### src/dac_pkg.sv
// constants, register map and decode shared by the voltage converter control logic
// Contract
// - four independent channels, identical control and code layout
// - control resets to 0x100, read and write
// - power-down bit 8 tristates the output pin
// - bit 7 puts output amplifier in low power
// - bit 6 bypasses the output amplifier
// - bit 5 picks update timer or core clock
// - bit 4 low forces code register to zero
// - bit 3 high stops interpolator, normal mode
// - bit 2 picks interpolation divide 16 or 32
// - bits 1:0 select reference range
// - code in 27:16, extra bits 15:12, rest reserved
// - code register resets zero, read and write
// - control bits 15:9 read as zero
package dac_pkg;
	localparam int NCH = 4; // channel count
	localparam int CODE_W = 12; // converter code width
	localparam int FRAC_W = 4; // interpolation extra bits
	localparam int CTRL_W = 9; // stored control bits 8:0
	// register byte addresses, kept exactly as printed
	localparam logic [31:0] CTRL_ADDR [NCH] = '{32'hFFFF0580, 32'hFFFF0588, 32'hFFFF05B0, 32'hFFFF05D8};
	localparam logic [31:0] DATA_ADDR [NCH] = '{32'hFFFF0584, 32'h0FFF058C, 32'h0FFF05B4, 32'hFFFF05DC};
	// reset values
	localparam logic [CTRL_W-1:0] CTRL_RESET = 9'h100;
	localparam logic [CODE_W+FRAC_W-1:0] DATA_RESET = 16'h0000;
	// control field positions
	localparam int PD_BIT = 8;
	localparam int LP_BIT = 7;
	localparam int SKIP_BIT = 6;
	localparam int SRC_BIT = 5;
	localparam int CLR_BIT = 4;
	localparam int MODE_BIT = 3;
	localparam int RATE_BIT = 2;
	localparam int RANGE_LSB = 0;
	localparam int RANGE_W = 2;
	// code register field positions
	localparam int FRAC_LSB = 12;
	localparam int CODE_LSB = 16;
	// interpolation clock dividers
	localparam int DIV_FAST = 16;
	localparam int DIV_SLOW = 32;
	localparam int DIV_W = 5;
	// bus responses
	localparam logic [1:0] RESP_OKAY = 2'h0;
	localparam logic [1:0] RESP_SLVERR = 2'h2;

	// address decode: {hit, is_code_reg, channel index}
	function automatic logic [3:0] reg_decode(input logic [31:0] addr);
		logic [3:0] res;
		res = 4'h0;
		for (int i = 0; i < NCH; i++) begin
			if (addr == CTRL_ADDR[i]) begin
				res = {2'b10, 2'(i)};
			end
			if (addr == DATA_ADDR[i]) begin
				res = {2'b11, 2'(i)};
			end
		end
		return res;
	endfunction
endpackage

### src/voltage_dac_control.sv
// register block and bus slave for the four voltage converter channels
`timescale 1ns/1ps
module voltage_dac_control import dac_pkg::*; (
	// clock, reset, enable
	input wire logic core_clk,
	input wire logic reset,
	input wire logic clk_en,
	// write address channel
	input wire logic [31:0] awaddr,
	input wire logic [2:0] awprot,
	input wire logic awvalid,
	output logic awready,
	// write data channel
	input wire logic [31:0] wdata,
	input wire logic [3:0] wstrb,
	input wire logic wvalid,
	output logic wready,
	// write response channel
	output logic [1:0] bresp,
	output logic bvalid,
	input wire logic bready,
	// read address channel
	input wire logic [31:0] araddr,
	input wire logic [2:0] arprot,
	input wire logic arvalid,
	output logic arready,
	// read data channel
	output logic [31:0] rdata,
	output logic [1:0] rresp,
	output logic rvalid,
	input wire logic rready,
	// update source
	input wire logic update_timer_evt,
	// converter side, one slice per channel
	output logic [NCH*CODE_W-1:0] analog_code,
	output logic [NCH-1:0] analog_output_pin_oe,
	output logic [NCH-1:0] buffer_low_power,
	output logic [NCH-1:0] buffer_skip,
	output logic [NCH*RANGE_W-1:0] reference_range
);
	// control registers, bits 8:0 only
	logic [CTRL_W-1:0] ctrl_reg [NCH];
	// code registers, bits 27:12 only
	logic [CODE_W+FRAC_W-1:0] data_reg [NCH];

	// captured write address and data
	logic aw_held_reg;
	logic [31:0] aw_addr_reg;
	logic w_held_reg;
	logic [31:0] w_data_reg;
	logic [3:0] w_strb_reg;

	// helper flags for checks on read data
	logic rd_ctrl_reg;
	logic rd_data_reg;

	// decoded write and read targets
	logic [3:0] wr_dec;
	logic [3:0] rd_dec;
	logic wr_fire;

	// protection bits carry no meaning here
	logic unused_prot;
	assign unused_prot = ^{awprot, arprot};

	assign wr_dec = reg_decode(aw_addr_reg);
	assign rd_dec = reg_decode(araddr);

	// a write is done once both halves are held and no response waits
	assign wr_fire = clk_en && aw_held_reg && w_held_reg && !bvalid;

	// merge a byte-enabled write into a register image
	function automatic logic [31:0] merge_bytes(
		input logic [31:0] old,
		input logic [31:0] nw,
		input logic [3:0] strb
	);
		logic [31:0] res;
		res = old;
		for (int b = 0; b < 4; b++) begin
			if (strb[b]) begin
				res[8*b +: 8] = nw[8*b +: 8];
			end
		end
		return res;
	endfunction

	// word image of a control register, reserved bits zero
	function automatic logic [31:0] ctrl_word(input logic [CTRL_W-1:0] c);
		return {23'h0, c};
	endfunction

	// word image of a code register, reserved bits zero
	function automatic logic [31:0] data_word(input logic [CODE_W+FRAC_W-1:0] d);
		return {4'h0, d, 12'h000};
	endfunction

	// stored field of a code register image, bits 27:12
	function automatic logic [CODE_W+FRAC_W-1:0] data_field(input logic [31:0] w);
		return w[CODE_LSB+CODE_W-1:FRAC_LSB];
	endfunction

	// write address capture; ready drops while an address is held
	// holding the address until the answer keeps a second write waiting
	always_ff @(posedge core_clk) begin
		if (reset) begin
			aw_held_reg <= 1'b0;
			aw_addr_reg <= '0;
			awready <= 1'b1;
		end else if (clk_en) begin
			if (awvalid && awready) begin
				aw_held_reg <= 1'b1;
				aw_addr_reg <= awaddr;
				awready <= 1'b0;
			end else if (bvalid && bready) begin
				// release for the next write once answered
				aw_held_reg <= 1'b0;
				awready <= 1'b1;
			end
		end
	end

	// write data capture, independent of the address
	always_ff @(posedge core_clk) begin
		if (reset) begin
			w_held_reg <= 1'b0;
			w_data_reg <= '0;
			w_strb_reg <= '0;
			wready <= 1'b1;
		end else if (clk_en) begin
			if (wvalid && wready) begin
				w_held_reg <= 1'b1;
				w_data_reg <= wdata;
				w_strb_reg <= wstrb;
				wready <= 1'b0;
			end else if (bvalid && bready) begin
				w_held_reg <= 1'b0;
				wready <= 1'b1;
			end
		end
	end

	// write response; unmapped addresses answer with an error
	always_ff @(posedge core_clk) begin
		if (reset) begin
			bvalid <= 1'b0;
			bresp <= RESP_OKAY;
		end else if (clk_en) begin
			if (wr_fire) begin
				bvalid <= 1'b1;
				bresp <= wr_dec[3] ? RESP_OKAY : RESP_SLVERR;
			end else if (bvalid && bready) begin
				bvalid <= 1'b0;
			end
		end
	end

	// control registers; only bytes 0 and 1 hold bits
	always_ff @(posedge core_clk) begin
		if (reset) begin
			for (int i = 0; i < NCH; i++) begin
				ctrl_reg[i] <= CTRL_RESET;
			end
		end else if (wr_fire && wr_dec[3] && !wr_dec[2]) begin
			// bits above 8 are dropped so they keep reading zero
			ctrl_reg[wr_dec[1:0]] <= CTRL_W'(merge_bytes(ctrl_word(ctrl_reg[wr_dec[1:0]]), w_data_reg, w_strb_reg));
		end
	end

	// code registers; held at zero while the clear bit is low
	always_ff @(posedge core_clk) begin
		if (reset) begin
			for (int i = 0; i < NCH; i++) begin
				data_reg[i] <= DATA_RESET;
			end
		end else if (clk_en) begin
			for (int i = 0; i < NCH; i++) begin
				if (!ctrl_reg[i][CLR_BIT]) begin
					// clear wins over a write in the same cycle
					data_reg[i] <= DATA_RESET;
				end else if (wr_fire && wr_dec[3] && wr_dec[2] && wr_dec[1:0] == 2'(i)) begin
					data_reg[i] <= data_field(merge_bytes(data_word(data_reg[i]), w_data_reg, w_strb_reg));
				end
			end
		end
	end

	// read channel; answer one cycle after the address is taken
	// data is captured at the address handshake, so a later write cannot alter it
	always_ff @(posedge core_clk) begin
		if (reset) begin
			arready <= 1'b1;
			rvalid <= 1'b0;
			rdata <= '0;
			rresp <= RESP_OKAY;
		end else if (clk_en) begin
			if (arvalid && arready) begin
				arready <= 1'b0;
				rvalid <= 1'b1;
				if (!rd_dec[3]) begin
					// unmapped: zero data and an error
					rdata <= '0;
					rresp <= RESP_SLVERR;
				end else if (rd_dec[2]) begin
					rdata <= data_word(data_reg[rd_dec[1:0]]);
					rresp <= RESP_OKAY;
				end else begin
					rdata <= ctrl_word(ctrl_reg[rd_dec[1:0]]);
					rresp <= RESP_OKAY;
				end
			end else if (rvalid && rready) begin
				rvalid <= 1'b0;
				arready <= 1'b1;
			end
		end
	end

	// remember what kind of register the pending read came from
	always_ff @(posedge core_clk) begin
		if (reset) begin
			rd_ctrl_reg <= 1'b0;
			rd_data_reg <= 1'b0;
		end else if (clk_en && arvalid && arready) begin
			rd_ctrl_reg <= rd_dec[3] && !rd_dec[2];
			rd_data_reg <= rd_dec[3] && rd_dec[2];
		end
	end

	// one converter channel per register pair, all alike
	// the timer event is shared; each channel picks its own update source
	for (genvar g = 0; g < NCH; g++) begin : g_chan
		dac_channel_core u_core (
			.core_clk(core_clk),
			.reset(reset),
			.clk_en(clk_en),
			.ctrl(ctrl_reg[g]),
			.code_in(data_reg[g]),
			.update_timer_evt(update_timer_evt),
			.code_out(analog_code[g*CODE_W +: CODE_W]),
			.pin_oe(analog_output_pin_oe[g]),
			.amp_low_power(buffer_low_power[g]),
			.amp_skip(buffer_skip[g]),
			.range_out(reference_range[g*RANGE_W +: RANGE_W])
		);

	end
endmodule // voltage_dac_control

### src/dac_channel_core.sv
// one converter channel: update latch, interpolation dither and output controls
`timescale 1ns/1ps
module dac_channel_core import dac_pkg::*; (
	// clock and reset
	input wire logic core_clk,
	input wire logic reset,
	input wire logic clk_en,
	// settings from the register block
	input wire logic [CTRL_W-1:0] ctrl,
	input wire logic [CODE_W+FRAC_W-1:0] code_in,
	input wire logic update_timer_evt,
	// converter side
	output logic [CODE_W-1:0] code_out,
	output logic pin_oe,
	output logic amp_low_power,
	output logic amp_skip,
	output logic [RANGE_W-1:0] range_out
);
	logic [CODE_W-1:0] held_code_reg; // code latched at update
	logic [FRAC_W-1:0] held_frac_reg; // extra bits latched at update
	logic [DIV_W-1:0] div_reg; // interpolation clock divider
	logic [FRAC_W-1:0] phase_reg; // dither phase
	logic update; // update event of the selected source
	logic tick; // one interpolation clock
	logic interp; // interpolation mode
	logic bump; // add one lsb this cycle

	assign interp = !ctrl[MODE_BIT];
	assign update = ctrl[SRC_BIT] ? update_timer_evt : 1'b1;
	assign tick = interp && (div_reg == (ctrl[RATE_BIT] ? DIV_W'(DIV_FAST - 1) : DIV_W'(DIV_SLOW - 1)));
	// saturate: full scale code never wraps to zero
	assign bump = interp && (phase_reg < held_frac_reg) && (held_code_reg != {CODE_W{1'b1}});

	// latch a new code only on an update event
	always_ff @(posedge core_clk) begin
		if (reset) begin
			held_code_reg <= '0;
			held_frac_reg <= '0;
		end else if (clk_en && update) begin
			held_code_reg <= code_in[CODE_W+FRAC_W-1:FRAC_W];
			held_frac_reg <= code_in[FRAC_W-1:0];
		end
	end

	// divider and phase are cleared and held at zero in normal mode
	always_ff @(posedge core_clk) begin
		if (reset) begin
			div_reg <= '0;
			phase_reg <= '0;
		end else if (clk_en) begin
			if (!interp) begin
				div_reg <= '0;
				phase_reg <= '0;
			end else if (tick) begin
				div_reg <= '0;
				phase_reg <= phase_reg + 1'b1;
			end else begin
				div_reg <= div_reg + 1'b1;
			end
		end
	end

	// registered converter controls
	always_ff @(posedge core_clk) begin
		if (reset) begin
			code_out <= '0;
			pin_oe <= 1'b0;
			amp_low_power <= 1'b0;
			amp_skip <= 1'b0;
			range_out <= '0;
		end else if (clk_en) begin
			code_out <= held_code_reg + CODE_W'(bump);
			pin_oe <= !ctrl[PD_BIT];
			amp_low_power <= ctrl[LP_BIT];
			amp_skip <= ctrl[SKIP_BIT];
			range_out <= ctrl[RANGE_LSB +: RANGE_W];
		end
	end
endmodule // dac_channel_core

### config.mk
export PLATFORM = sky130hd
export DESIGN_NAME = voltage_dac_control
export DESIGN_NICKNAME = d
export VERILOG_FILES = /design/src/dac_pkg.sv /design/src/voltage_dac_control.sv /design/src/dac_channel_core.sv
export SDC_FILE = /design/constraint.sdc
export NUM_CORES = 1
export LEC_CHECK = 0
export BUFFER_PORTS_ARGS = -buffer_cell sky130_fd_sc_hd__buf_2
export CORE_UTILIZATION = 41
export CTS_BUF_LIST = sky130_fd_sc_hd__clkbuf_8 sky130_fd_sc_hd__clkbuf_16
export DETAILED_ROUTE_END_ITERATION = 7
export PLACE_DENSITY = 0.63
export SLEW_MARGIN = 15
export SYNTH_ARGS = -nofsm -noshare
export SYNTH_HDL_FRONTEND = slang
export SYNTH_SLANG_ARGS = --single-unit
### constraint.sdc
create_clock -name core_clk -period 6.55 [get_ports core_clk]
set_input_delay 0.655 -clock core_clk [delete_from_list [all_inputs] [get_ports core_clk]]
set_output_delay 0.655 -clock core_clk [all_outputs]
set_load 0.02 [all_outputs]
After elaboration in Yosys (flattened, before gate mapping)
Memories as Yosys holds them, arrays and structs flattened.
Index checks and enable logic that the tools add are counted.
Word-level totals
  input bits: 115
  logic and storage cells: 342
  memories: 2
  flip-flop bits (word level): 275
  bits in writable memories: 100
  output and inout bits: 109
Operators by class
  reduce and logical (&&, ||, !) cells: 65
  magnitude comparators: 4
  bitwise operators: 8
  eq/ne operators: 29
  multiplexer cells: 173
  $add $sub $neg: 12
Memories
  data_reg: depth 4, width 16, rd ports 5, clocked after Yosys merged registers in 0, write ports 4, RTL line voltage_dac_control.sv:44  | logic [CODE_W+FRAC_W-1:0] data_reg [NCH];
  ctrl_reg: depth 4, width 9, rd ports 5, clocked after Yosys merged registers in 0, write ports 4, RTL line voltage_dac_control.sv:42  | logic [CTRL_W-1:0] ctrl_reg [NCH];
Operators by type and width (number)
  $eq A32 B32 Y1 const B: 12
  $mux W8: 43
  $mux W4: 44
  $eq A32 B28 Y1 const B: 4
  $mux W16: 8
  $mux W5: 12
  $mux W1: 59
  $mux W28: 2
  $add A12 B1 Y12: 4
  $ne A12 B12 Y1 const B: 4
  $logic_and A1 B1 Y1: 31
  $reduce_and A2 Y1: 14
  $add A5 B1 Y5 const B: 4
  $eq A5 B5 Y1: 4
  $add A4 B1 Y4 const B: 4
  $lt A4 B4 Y1: 4
  $reduce_bool A2 Y1: 8
  $logic_not A1 Y1: 10
  $mux W9: 1
  $reduce_or A9 Y1: 1
  $mux W2: 4
  $or A1 B1 Y1: 8
  $ne A3 B3 Y1 const B: 2
  $eq A2 B2 Y1 const B: 2
  2 further kinds: 2

Longest topological paths before layout
Gate-level depths: netlist of the first run.
  depth in word-level cells: 18
  depth in mapped cells: 12
  gate-level depth less buffers: 12

By module
Synthesis of the first run repeated with hierarchy kept, for this count alone.
Second synthesis, totals
  cell total of the unflattened synthesis: 1739
  area, all modules: 16433.3 sq um
By module, submodules not included
  voltage_dac_control: area an instance 8558.2 sq um, sequential area each 4904.7 sq um, times used 1, cells an instance 877
  dac_channel_core at g_chan[1].u_core ...: area an instance 1959.4 sq um, sequential area each 840.8 sq um, times used 2, cells an instance 210
  dac_channel_core at g_chan[3].u_core: area an instance 2009.4 sq um, sequential area each 840.8 sq um, times used 1, cells an instance 231
  dac_channel_core at g_chan[0].u_core: area an instance 1946.9 sq um, sequential area each 840.8 sq um, times used 1, cells an instance 211

Least setup slack after synthesis of the first run
OpenSTA, ideal clock, no wires.
  kind: input -> register
  from: input araddr[4]
  to: register rdata[18]
  data required time: 6.431 ns
  setup time: 0.119 ns
  arrival time: 2.473 ns
  path slack: 3.958 ns
  path buffers: 2
  stages on the path: 8
  cells stage by stage: buf_6 > or3_4 > a211oi_4 > o21a_4 > buf_6 > mux2_1 > o221ai_2 > o21ai_1
Between the ends
  word-level cells in the longest chain between the ends: 11
  elaborated cells between the ends (all ways): 19
  classes of those cells: 8 x eq/ne; 10 x mux; 1 x memory
RTL lines
  start, declared: RTL line voltage_dac_control.sv:23  | input wire logic [31:0] araddr,
  $eq A32 B32 Y1: RTL line dac_pkg.sv:56  | if (addr == DATA_ADDR[i]) begin
  $mux W4: RTL line dac_pkg.sv:56
  $mux W4: RTL line dac_pkg.sv:53  | if (addr == CTRL_ADDR[i]) begin
  $mux W4: RTL line dac_pkg.sv:56
  $mux W4: RTL line dac_pkg.sv:53
  $mux W4: RTL line dac_pkg.sv:56
  $mux W4: RTL line dac_pkg.sv:53
  $mux W4 *: RTL line dac_pkg.sv:56
  $mem_v2 Z4 W16
  $mux W28: RTL line voltage_dac_control.sv:204  | end else if (rd_dec[2]) begin
  $mux W28 *: RTL line voltage_dac_control.sv:200  | if (!rd_dec[3]) begin
  end signal, assigned: RTL line voltage_dac_control.sv:205  | rdata <= data_word(data_reg[rd_dec[1:0]]);
  end signal, assigned: RTL line voltage_dac_control.sv:208  | rdata <= ctrl_word(ctrl_reg[rd_dec[1:0]]);
  end, declared: RTL line voltage_dac_control.sv:28  | output logic [31:0] rdata,
Mark *: on every way between the ends. The rest lies on a longest branch, timed or not.
A chain may end at the register's enable or synchronous reset.

==> results.py, run 1 <==
metrics = {
    "place": {
        "place_ws_ps": 2530,
        "dp.final_hpwl_um": 28600,
        "place.gp.congestion": 0.808,
        "postPlaceCellArea_mm2": 0.0172,
        "portBuffers": 201,
        "dp_cells": 2254,
    },
    "cts": {
        "cts_resized": 0,
        "cts_made_buffers": 39,
        "clock_latency_ps": 560,
        "cts-root-buf": "clkbuf_16",
        "cts_tree": "yes",
        "path_clk_slew_ps": 60,
        "cts_setup_buffers": 0,
        "cts_max_level": 2,
        "clkSinkCount": 363,
        "clock_path_buffers": 3,
        "cts_hold_buf": 0,
    },
    "cells_and_area": {
        "final_common_cell": "dfxtp_1",
        "design_area_mm2": 0.0185,
        "final_cell_mix": "263 x dfxtp_1, 225 x nor2_1, 205 x nand2_1, 199 x buf_2, 102 x mux2i_1",
        "drive_above_1_share_pct": 16.8,
        "fillers": 3615,
        "largest_register_ffs": 64,
        "area_growth_pct": 15.8,
        "finish.utilization_pct": 48.7,
        "nNetsFinal": 1927,
        "final_cells": 2324,
        "antenna_cells": 0,
    },
    "routing": {
        "drt_first_pass_iters": 5,
        "drc": 0,
        "drt_iter0_markers": 676,
        "ant_nets": 0,
        "via_count": 11900,
        "post_drt_via_cell_ratio": 5.12,
        "drt-total-wl_um": 39000,
        "wl_per_cell_um": 16.8,
    },
    "floorplan": {
        "rows": 71,
        "io_pins": 224,
        "die_w_um": 199,
        "die_h_um": 199,
        "coreArea_mm2": 0.0379,
        "start_util_pct": 42.0,
        "dieArea_mm2": 0.0397,
    },
    "synth": {
        "synth_area_leader_cell": "dfxtp_1",
        "netlist_area_mm2": 0.0159,
        "ys_top_cells_by_area": "dfxtp_1 33%, edfxtp_1 19%, mux2i_1 6.4%",
        "synth_async_sr_flop_share_pct": 0,
        "yosysSeqAreaShare_pct": 51.9,
        "synthCells": 1637,
        "syn_avg_cell_area_um2": 9.74,
        "synth_seq_cells": 363,
        "ys_types": 70,
        "yosys_warnings": 0,
        "synth_top_area_share_pct": 33.0,
        "synth_ff_type": "dfxtp_1",
        "synth-edff-count": 100,
    },
    "worst_hold_path": {
        "hp-class": "primary input to flip-flop",
    },
    "timing": {
        "setup_violations": 0,
        "fin_ws_ps": 3100,
        "hold_ws_ps": 344,
        "period_minus_slack_ps": 3450,
        "fmaxAchievable_mhz": 290,
        "fin_crit_sh_pct": 52.6,
        "finalMaxSlewViolations": 0,
        "tightestPinTransition_ps": 1160,
        "tns_ps": 0,
        "hold_viol_final": 0,
        "finClkSkew_ps": 25.4,
        "maxSlewHeadroom_pct": 22.9,
        "rsz0062_at_grt": "no",
    },
    "setup_path": {
        "slowest_stage": "nor2_1",
        "crit_path_end_kind": "flip-flop",
        "crit_chain": "buf_6, nand4b_1, nor4b_1, nand2_1, nor2_1, a21o_1",
        "max_stage_delay_ps": 760,
        "crit_buf_inv": 1,
        "crit_family": "simple AND/OR/NAND/NOR gates",
        "worstSetupPathType": "primary input to flip-flop",
        "cp_max_fo": 79,
        "worstPathArrival_ps": 3640,
        "required_ps": 6750,
        "cp-start-kind": "primary input",
    },
    "grt": {
        "grt_max_degree": 97,
        "grt_pass1_vias": 11300,
        "grt_antenna_before_repair": 0,
        "grt_pass1_wl_um": 61800,
        "grtUsageTotal_pct": 19.8,
        "gr-total-overflow": 0,
    },
    "power_and_ir_drop": {
        "leakagePower_nw": 7.59,
        "finalPower_mw": 5.00,
        "peakVddDrop_uv": 178,
        "p_per_area_mw_per_mm2": 271,
    },
    "job": {
        "max_cap_violations": 0,
    },
    "run_status": {
        "status": "completed",
    },
}
==> cell usage after synthesis, drive strengths merged, types with 32 or more instances <==
cell type / n
nand3: 32
xor2: 55
clkbuf: 69
nand4: 32
a21oi: 76
dfxtp: 263
and3: 34
o21ai: 35
and2: 60
buf: 42
nand2: 205
mux2i: 102
nor2: 226
edfxtp: 100
a211oi: 48
==> routing by layer <==
metal / track usage [%] / vias to the layer above / wire, µm
met5: 0 / - / 0
met4: 5.38 / 0 / 783
met3: 4.14 / 59 / 2290
met2: 31.8 / 259 / 17900
met1: 26.9 / 5592 / 18000
li1: - / 5984 / -
==> cell families (layout without fill, tap and decap cells) <==
group                    count (synthesis)  in the layout  synth area share (%)
AND/OR/NAND/NOR                        682            682                  20.2
flip-flops                             363            363                  51.9
AO/OA/AOI/OAI                          246            246                  10.7
buffers and inverters                  136            304                  4.00
multiplexers                           117            117                  7.46
XOR/XNOR                                64             64                  3.52
adder cells (fa/ha/maj)                 28             28                  2.20
other                                    1              9                0.0235
==> cell type report <==
type                            instances  area, µm²  share of cell area, %
Inverter                               25       93.8                  0.508
Clock buffer                           46       1070                   5.81
Timing Repair Buffer                  209       1080                   5.84
Clock inverter                         24        219                   1.19
Sequential cell                       363       8270                   44.8
Multi-Input combinational cell       1146       7100                   38.4
Tap cell                              511        639                   3.46
==> where the power goes <==
| part | switching (mW) | internal [mW] |
|---|---|---|
| Combinational | 0.212 | 0.131 |
| Sequential | 0.0728 | 2.39 |
| Clock | 0.905 | 1.29 |
==> worst register-to-register path: stages (launching register included) <==
cell	delay (ps)
dfxtp_1	320
nor4b_1	320
nand4b_1	220
or2_1	430
or3_1	510
nor2_1	790
a21o_1	490
==> final timing paths <==
check,from,endpoint,slack (ps),cells after the start
worst max-delay path,clk_en,data_reg[3][9],3100,6
worst min register to register,rdata[6],rdata[6],450,2
worst max register to register,aw_addr_reg[0],data_reg[3][9],3130,6
worst min-delay path,wdata[25],w_data_reg[25],340,3
Power figures use the tool's default switching activity.
==> run 2, diff against run 1 <==
--- a/config.mk
+++ b/config.mk
@@ -9,7 +9,7 @@
 export CORE_UTILIZATION = 41
 export CTS_BUF_LIST = sky130_fd_sc_hd__clkbuf_8 sky130_fd_sc_hd__clkbuf_16
 export DETAILED_ROUTE_END_ITERATION = 7
-export PLACE_DENSITY = 0.63
+export PLACE_DENSITY = 0.66
 export SLEW_MARGIN = 15
 export SYNTH_ARGS = -nofsm -noshare
 export SYNTH_HDL_FRONTEND = slang
==> constraint.sdc (replaced) <==
create_clock -name core_clk -period 3 [get_ports core_clk]
set_input_delay 0.3 -clock core_clk [delete_from_list [all_inputs] [get_ports core_clk]]
set_output_delay 0.3 -clock core_clk [all_outputs]
set_load 0.02 [all_outputs]
==> run 2 against run 1 <==
  * Sequential share of layout area is 2.1 points lower
  * Die area did not move
  * Hold slack worse by 300 ps
  * Largest power group unchanged
  * Highest routed layer unchanged
  * Sequential cell count stayed put
  * First-iteration DRC count is 6.4% higher
  * Global-route usage increased by 0.94 points
  * Utilization increased by 2.4 points
  * Count of clock-buffer cells in the layout did not move
  * Cell area increased by 5.0%
  * Critical path type is now flip-flop to flip-flop
  * Setup slack worse by 2800 ps
  * Sequential power up 120%
  * Via count rose by 4.3%
==> results.py, run 2 (synthesis gave the netlist of run 1 again) <==
metrics = {
    "cts": {
        "clock_latency_ps": 570,
        "cts_made_buffers": 40,
        "clkSinkCount": 363,
        "cts_tree": "yes",
        "cts_max_level": 2,
        "path_clk_slew_ps": 60,
        "cts-root-buf": "clkbuf_16",
        "clock_path_buffers": 3,
    },
    "grt": {
        "grtUsageMet3_pct": 3.32,
        "globalRouteMet1Util_pct": 27.9,
        "top_usage_layer": "met2",
        "grtUsageTotal_pct": 20.7,
        "gr-total-overflow": 0,
        "grt_pass1_wl_um": 64300,
        "grt_pass1_vias": 12000,
        "grt_max_degree": 160,
        "grtUsageMet2_pct": 33.7,
        "grt_antenna_before_repair": 0,
    },
    "setup_path": {
        "crit_path_end_kind": "flip-flop",
        "r2r_slack_ps": 320,
        "max_stage_delay_ps": 440,
        "r2r_start": "aw_addr_reg[12]",
        "slowest_stage": "nor4b_1",
        "crit_chain": "nor4_1, nand4b_1, nor4b_1, buf_4, nor2b_1, nand2_1, o21a_1",
        "rr_endpoint": "data_reg[1][7]",
        "worstPathArrival_ps": 2940,
        "required_ps": 3260,
        "r2r_cells": 7,
        "worstSetupPathType": "flip-flop to flip-flop",
        "cp-start-kind": "flip-flop",
        "crit_family": "simple AND/OR/NAND/NOR gates",
        "cp_max_fo": 8,
        "crit_buf_inv": 1,
    },
    "timing": {
        "rsz0062_at_grt": "no",
        "fmaxAchievable_mhz": 373,
        "hold_ws_ps": 40.0,
        "hold_viol_final": 0,
        "tightestPinTransition_ps": 1160,
        "tns_ps": 0,
        "setup_violations": 0,
        "finalMaxSlewViolations": 0,
        "period_minus_slack_ps": 2680,
        "maxSlewHeadroom_pct": 22.6,
        "fin_crit_sh_pct": 89.2,
        "finClkSkew_ps": 22.0,
    },
    "cells_and_area": {
        "drive_above_1_share_pct": 17.5,
        "area_growth_pct": 21.6,
        "design_area_mm2": 0.0194,
        "nNetsFinal": 2016,
        "final_common_cell": "dfxtp_1",
        "final_cell_mix": "263 x dfxtp_1, 225 x nor2_1, 205 x nand2_1, 199 x buf_2, 102 x mux2i_1",
        "antenna_cells": 0,
        "fillers": 3448,
        "largest_register_ffs": 64,
    },
    "worst_hold_path": {
        "hold_end": "arready",
        "holdPathStages": 3,
        "hp-class": "primary input to flip-flop",
        "worstHoldStart": "rready",
    },
    "floorplan": {
        "coreArea_mm2": 0.0379,
        "io_pins": 224,
        "die_w_um": 199,
        "rows": 71,
        "die_h_um": 199,
        "start_util_pct": 42.0,
        "dieArea_mm2": 0.0397,
    },
    "routing": {
        "drt-total-wl_um": 40700,
        "via_count": 12400,
        "ant_nets": 0,
        "drt_iter0_markers": 719,
        "wl_per_cell_um": 16.8,
        "drt_first_pass_iters": 5,
        "drc": 0,
        "post_drt_via_cell_ratio": 5.14,
    },
    "power_and_ir_drop": {
        "seqPwrFrac_pct": 47.6,
        "peakVddDrop_uv": 466,
        "leakagePower_nw": 8.01,
        "clockPowerShare_pct": 44.9,
        "p_sw_share_pct": 23.6,
        "comb_power_share_pct": 7.5,
        "p_per_area_mw_per_mm2": 582,
        "switching_power_mw": 2.66,
        "internal_power_mw": 8.63,
    },
    "place": {
        "postPlaceCellArea_mm2": 0.0174,
        "place.gp.congestion": 0.895,
        "portBuffers": 201,
        "dp.final_hpwl_um": 29300,
    },
    "job": {
        "max_cap_violations": 0,
    },
    "run_status": {
        "status": "completed",
    },
}
[run 2: changes by cell type in the layout (fill, tap and decap cells not counted), moves of 2 or more]
cell / change
clkbuf_16: +2
buf_12: +2
clkbuf_8: -2
dlygate4sd3_1: +61
clkinv_2: +2
bufinv_16: +2
buf_4: +25
[run 2: worst reg2reg max path: cells and delay by family, from the launching register on]
family	cells	cell delay [ps]
and+or+nand+nor	5	1490
AOI/OAI and AO/OA	1	390
DFF	1	310
buffers and inverters	1	190
[run 2: cell type report]
class | count | area (µm²) | area share, %
inverter | 25 | 93.8 | 0.484
tap | 511 | 639 | 3.30
clock inverter | 28 | 280 | 1.45
sequential | 363 | 8270 | 42.7
clock buffer | 46 | 1090 | 5.65
multi-input combinational | 1146 | 7090 | 36.6
timing repair buffer | 297 | 1920 | 9.89
[run 2: worst max path at each step]
stage                     cells after the start  slack (ps)             from              to
after CTS                                     7         320   aw_addr_reg[0]  data_reg[1][7]
after floorplan                               6         450   aw_addr_reg[3]  ctrl_reg[0][0]
after global routing                          7          80   aw_addr_reg[0]  data_reg[1][5]
final                                         7         320  aw_addr_reg[12]  data_reg[1][7]
after detailed placement                      8         340       araddr[28]       rdata[17]
after global placement                        7         370  aw_addr_reg[12]  data_reg[1][6]
[run 2: timing repair]
action                                 CTS  global route
hold buffers                            61             0
buffers inserted                         0             0
endpoints found under the hold margin   61             0
gates resized for setup                  0             0
[run 2: power groups by stage]
stage	Clock [mW]	Sequential, mW	Combinational (mW)
after floorplan	0	5.47	0.498
after global placement	0	5.47	0.764
after detailed placement	0	5.48	0.782
after CTS	5.17	5.37	0.846
after global routing	5.36	5.40	0.931
final	5.07	5.37	0.845
[run 2: layer usage]
| layer | share of wire [%] | wire length (µm) |
|---|---|---|
| met4 | 2.4 | 960 |
| met3 | 5.9 | 2390 |
| met5 | 0 | 0 |
| met2 | 46 | 18900 |
| met1 | 45 | 18500 |
[run 2: stage by stage]
| stage | instances | setup WS (ps) | total power [mW] | util [%] |
|---|---|---|---|---|
| after floorplan | 1645 | 454 | 5.97 | - |
| after global placement | 2281 | 374 | 6.24 | 45.8 |
| after detailed placement | 2281 | 344 | 6.26 | 45.8 |
| after CTS | 2416 | 322 | 11.4 | 51.1 |
| after global routing | 2416 | 83.1 | 11.7 | 51.1 |
| final | 2416 | 323 | 11.3 | 51.1 |
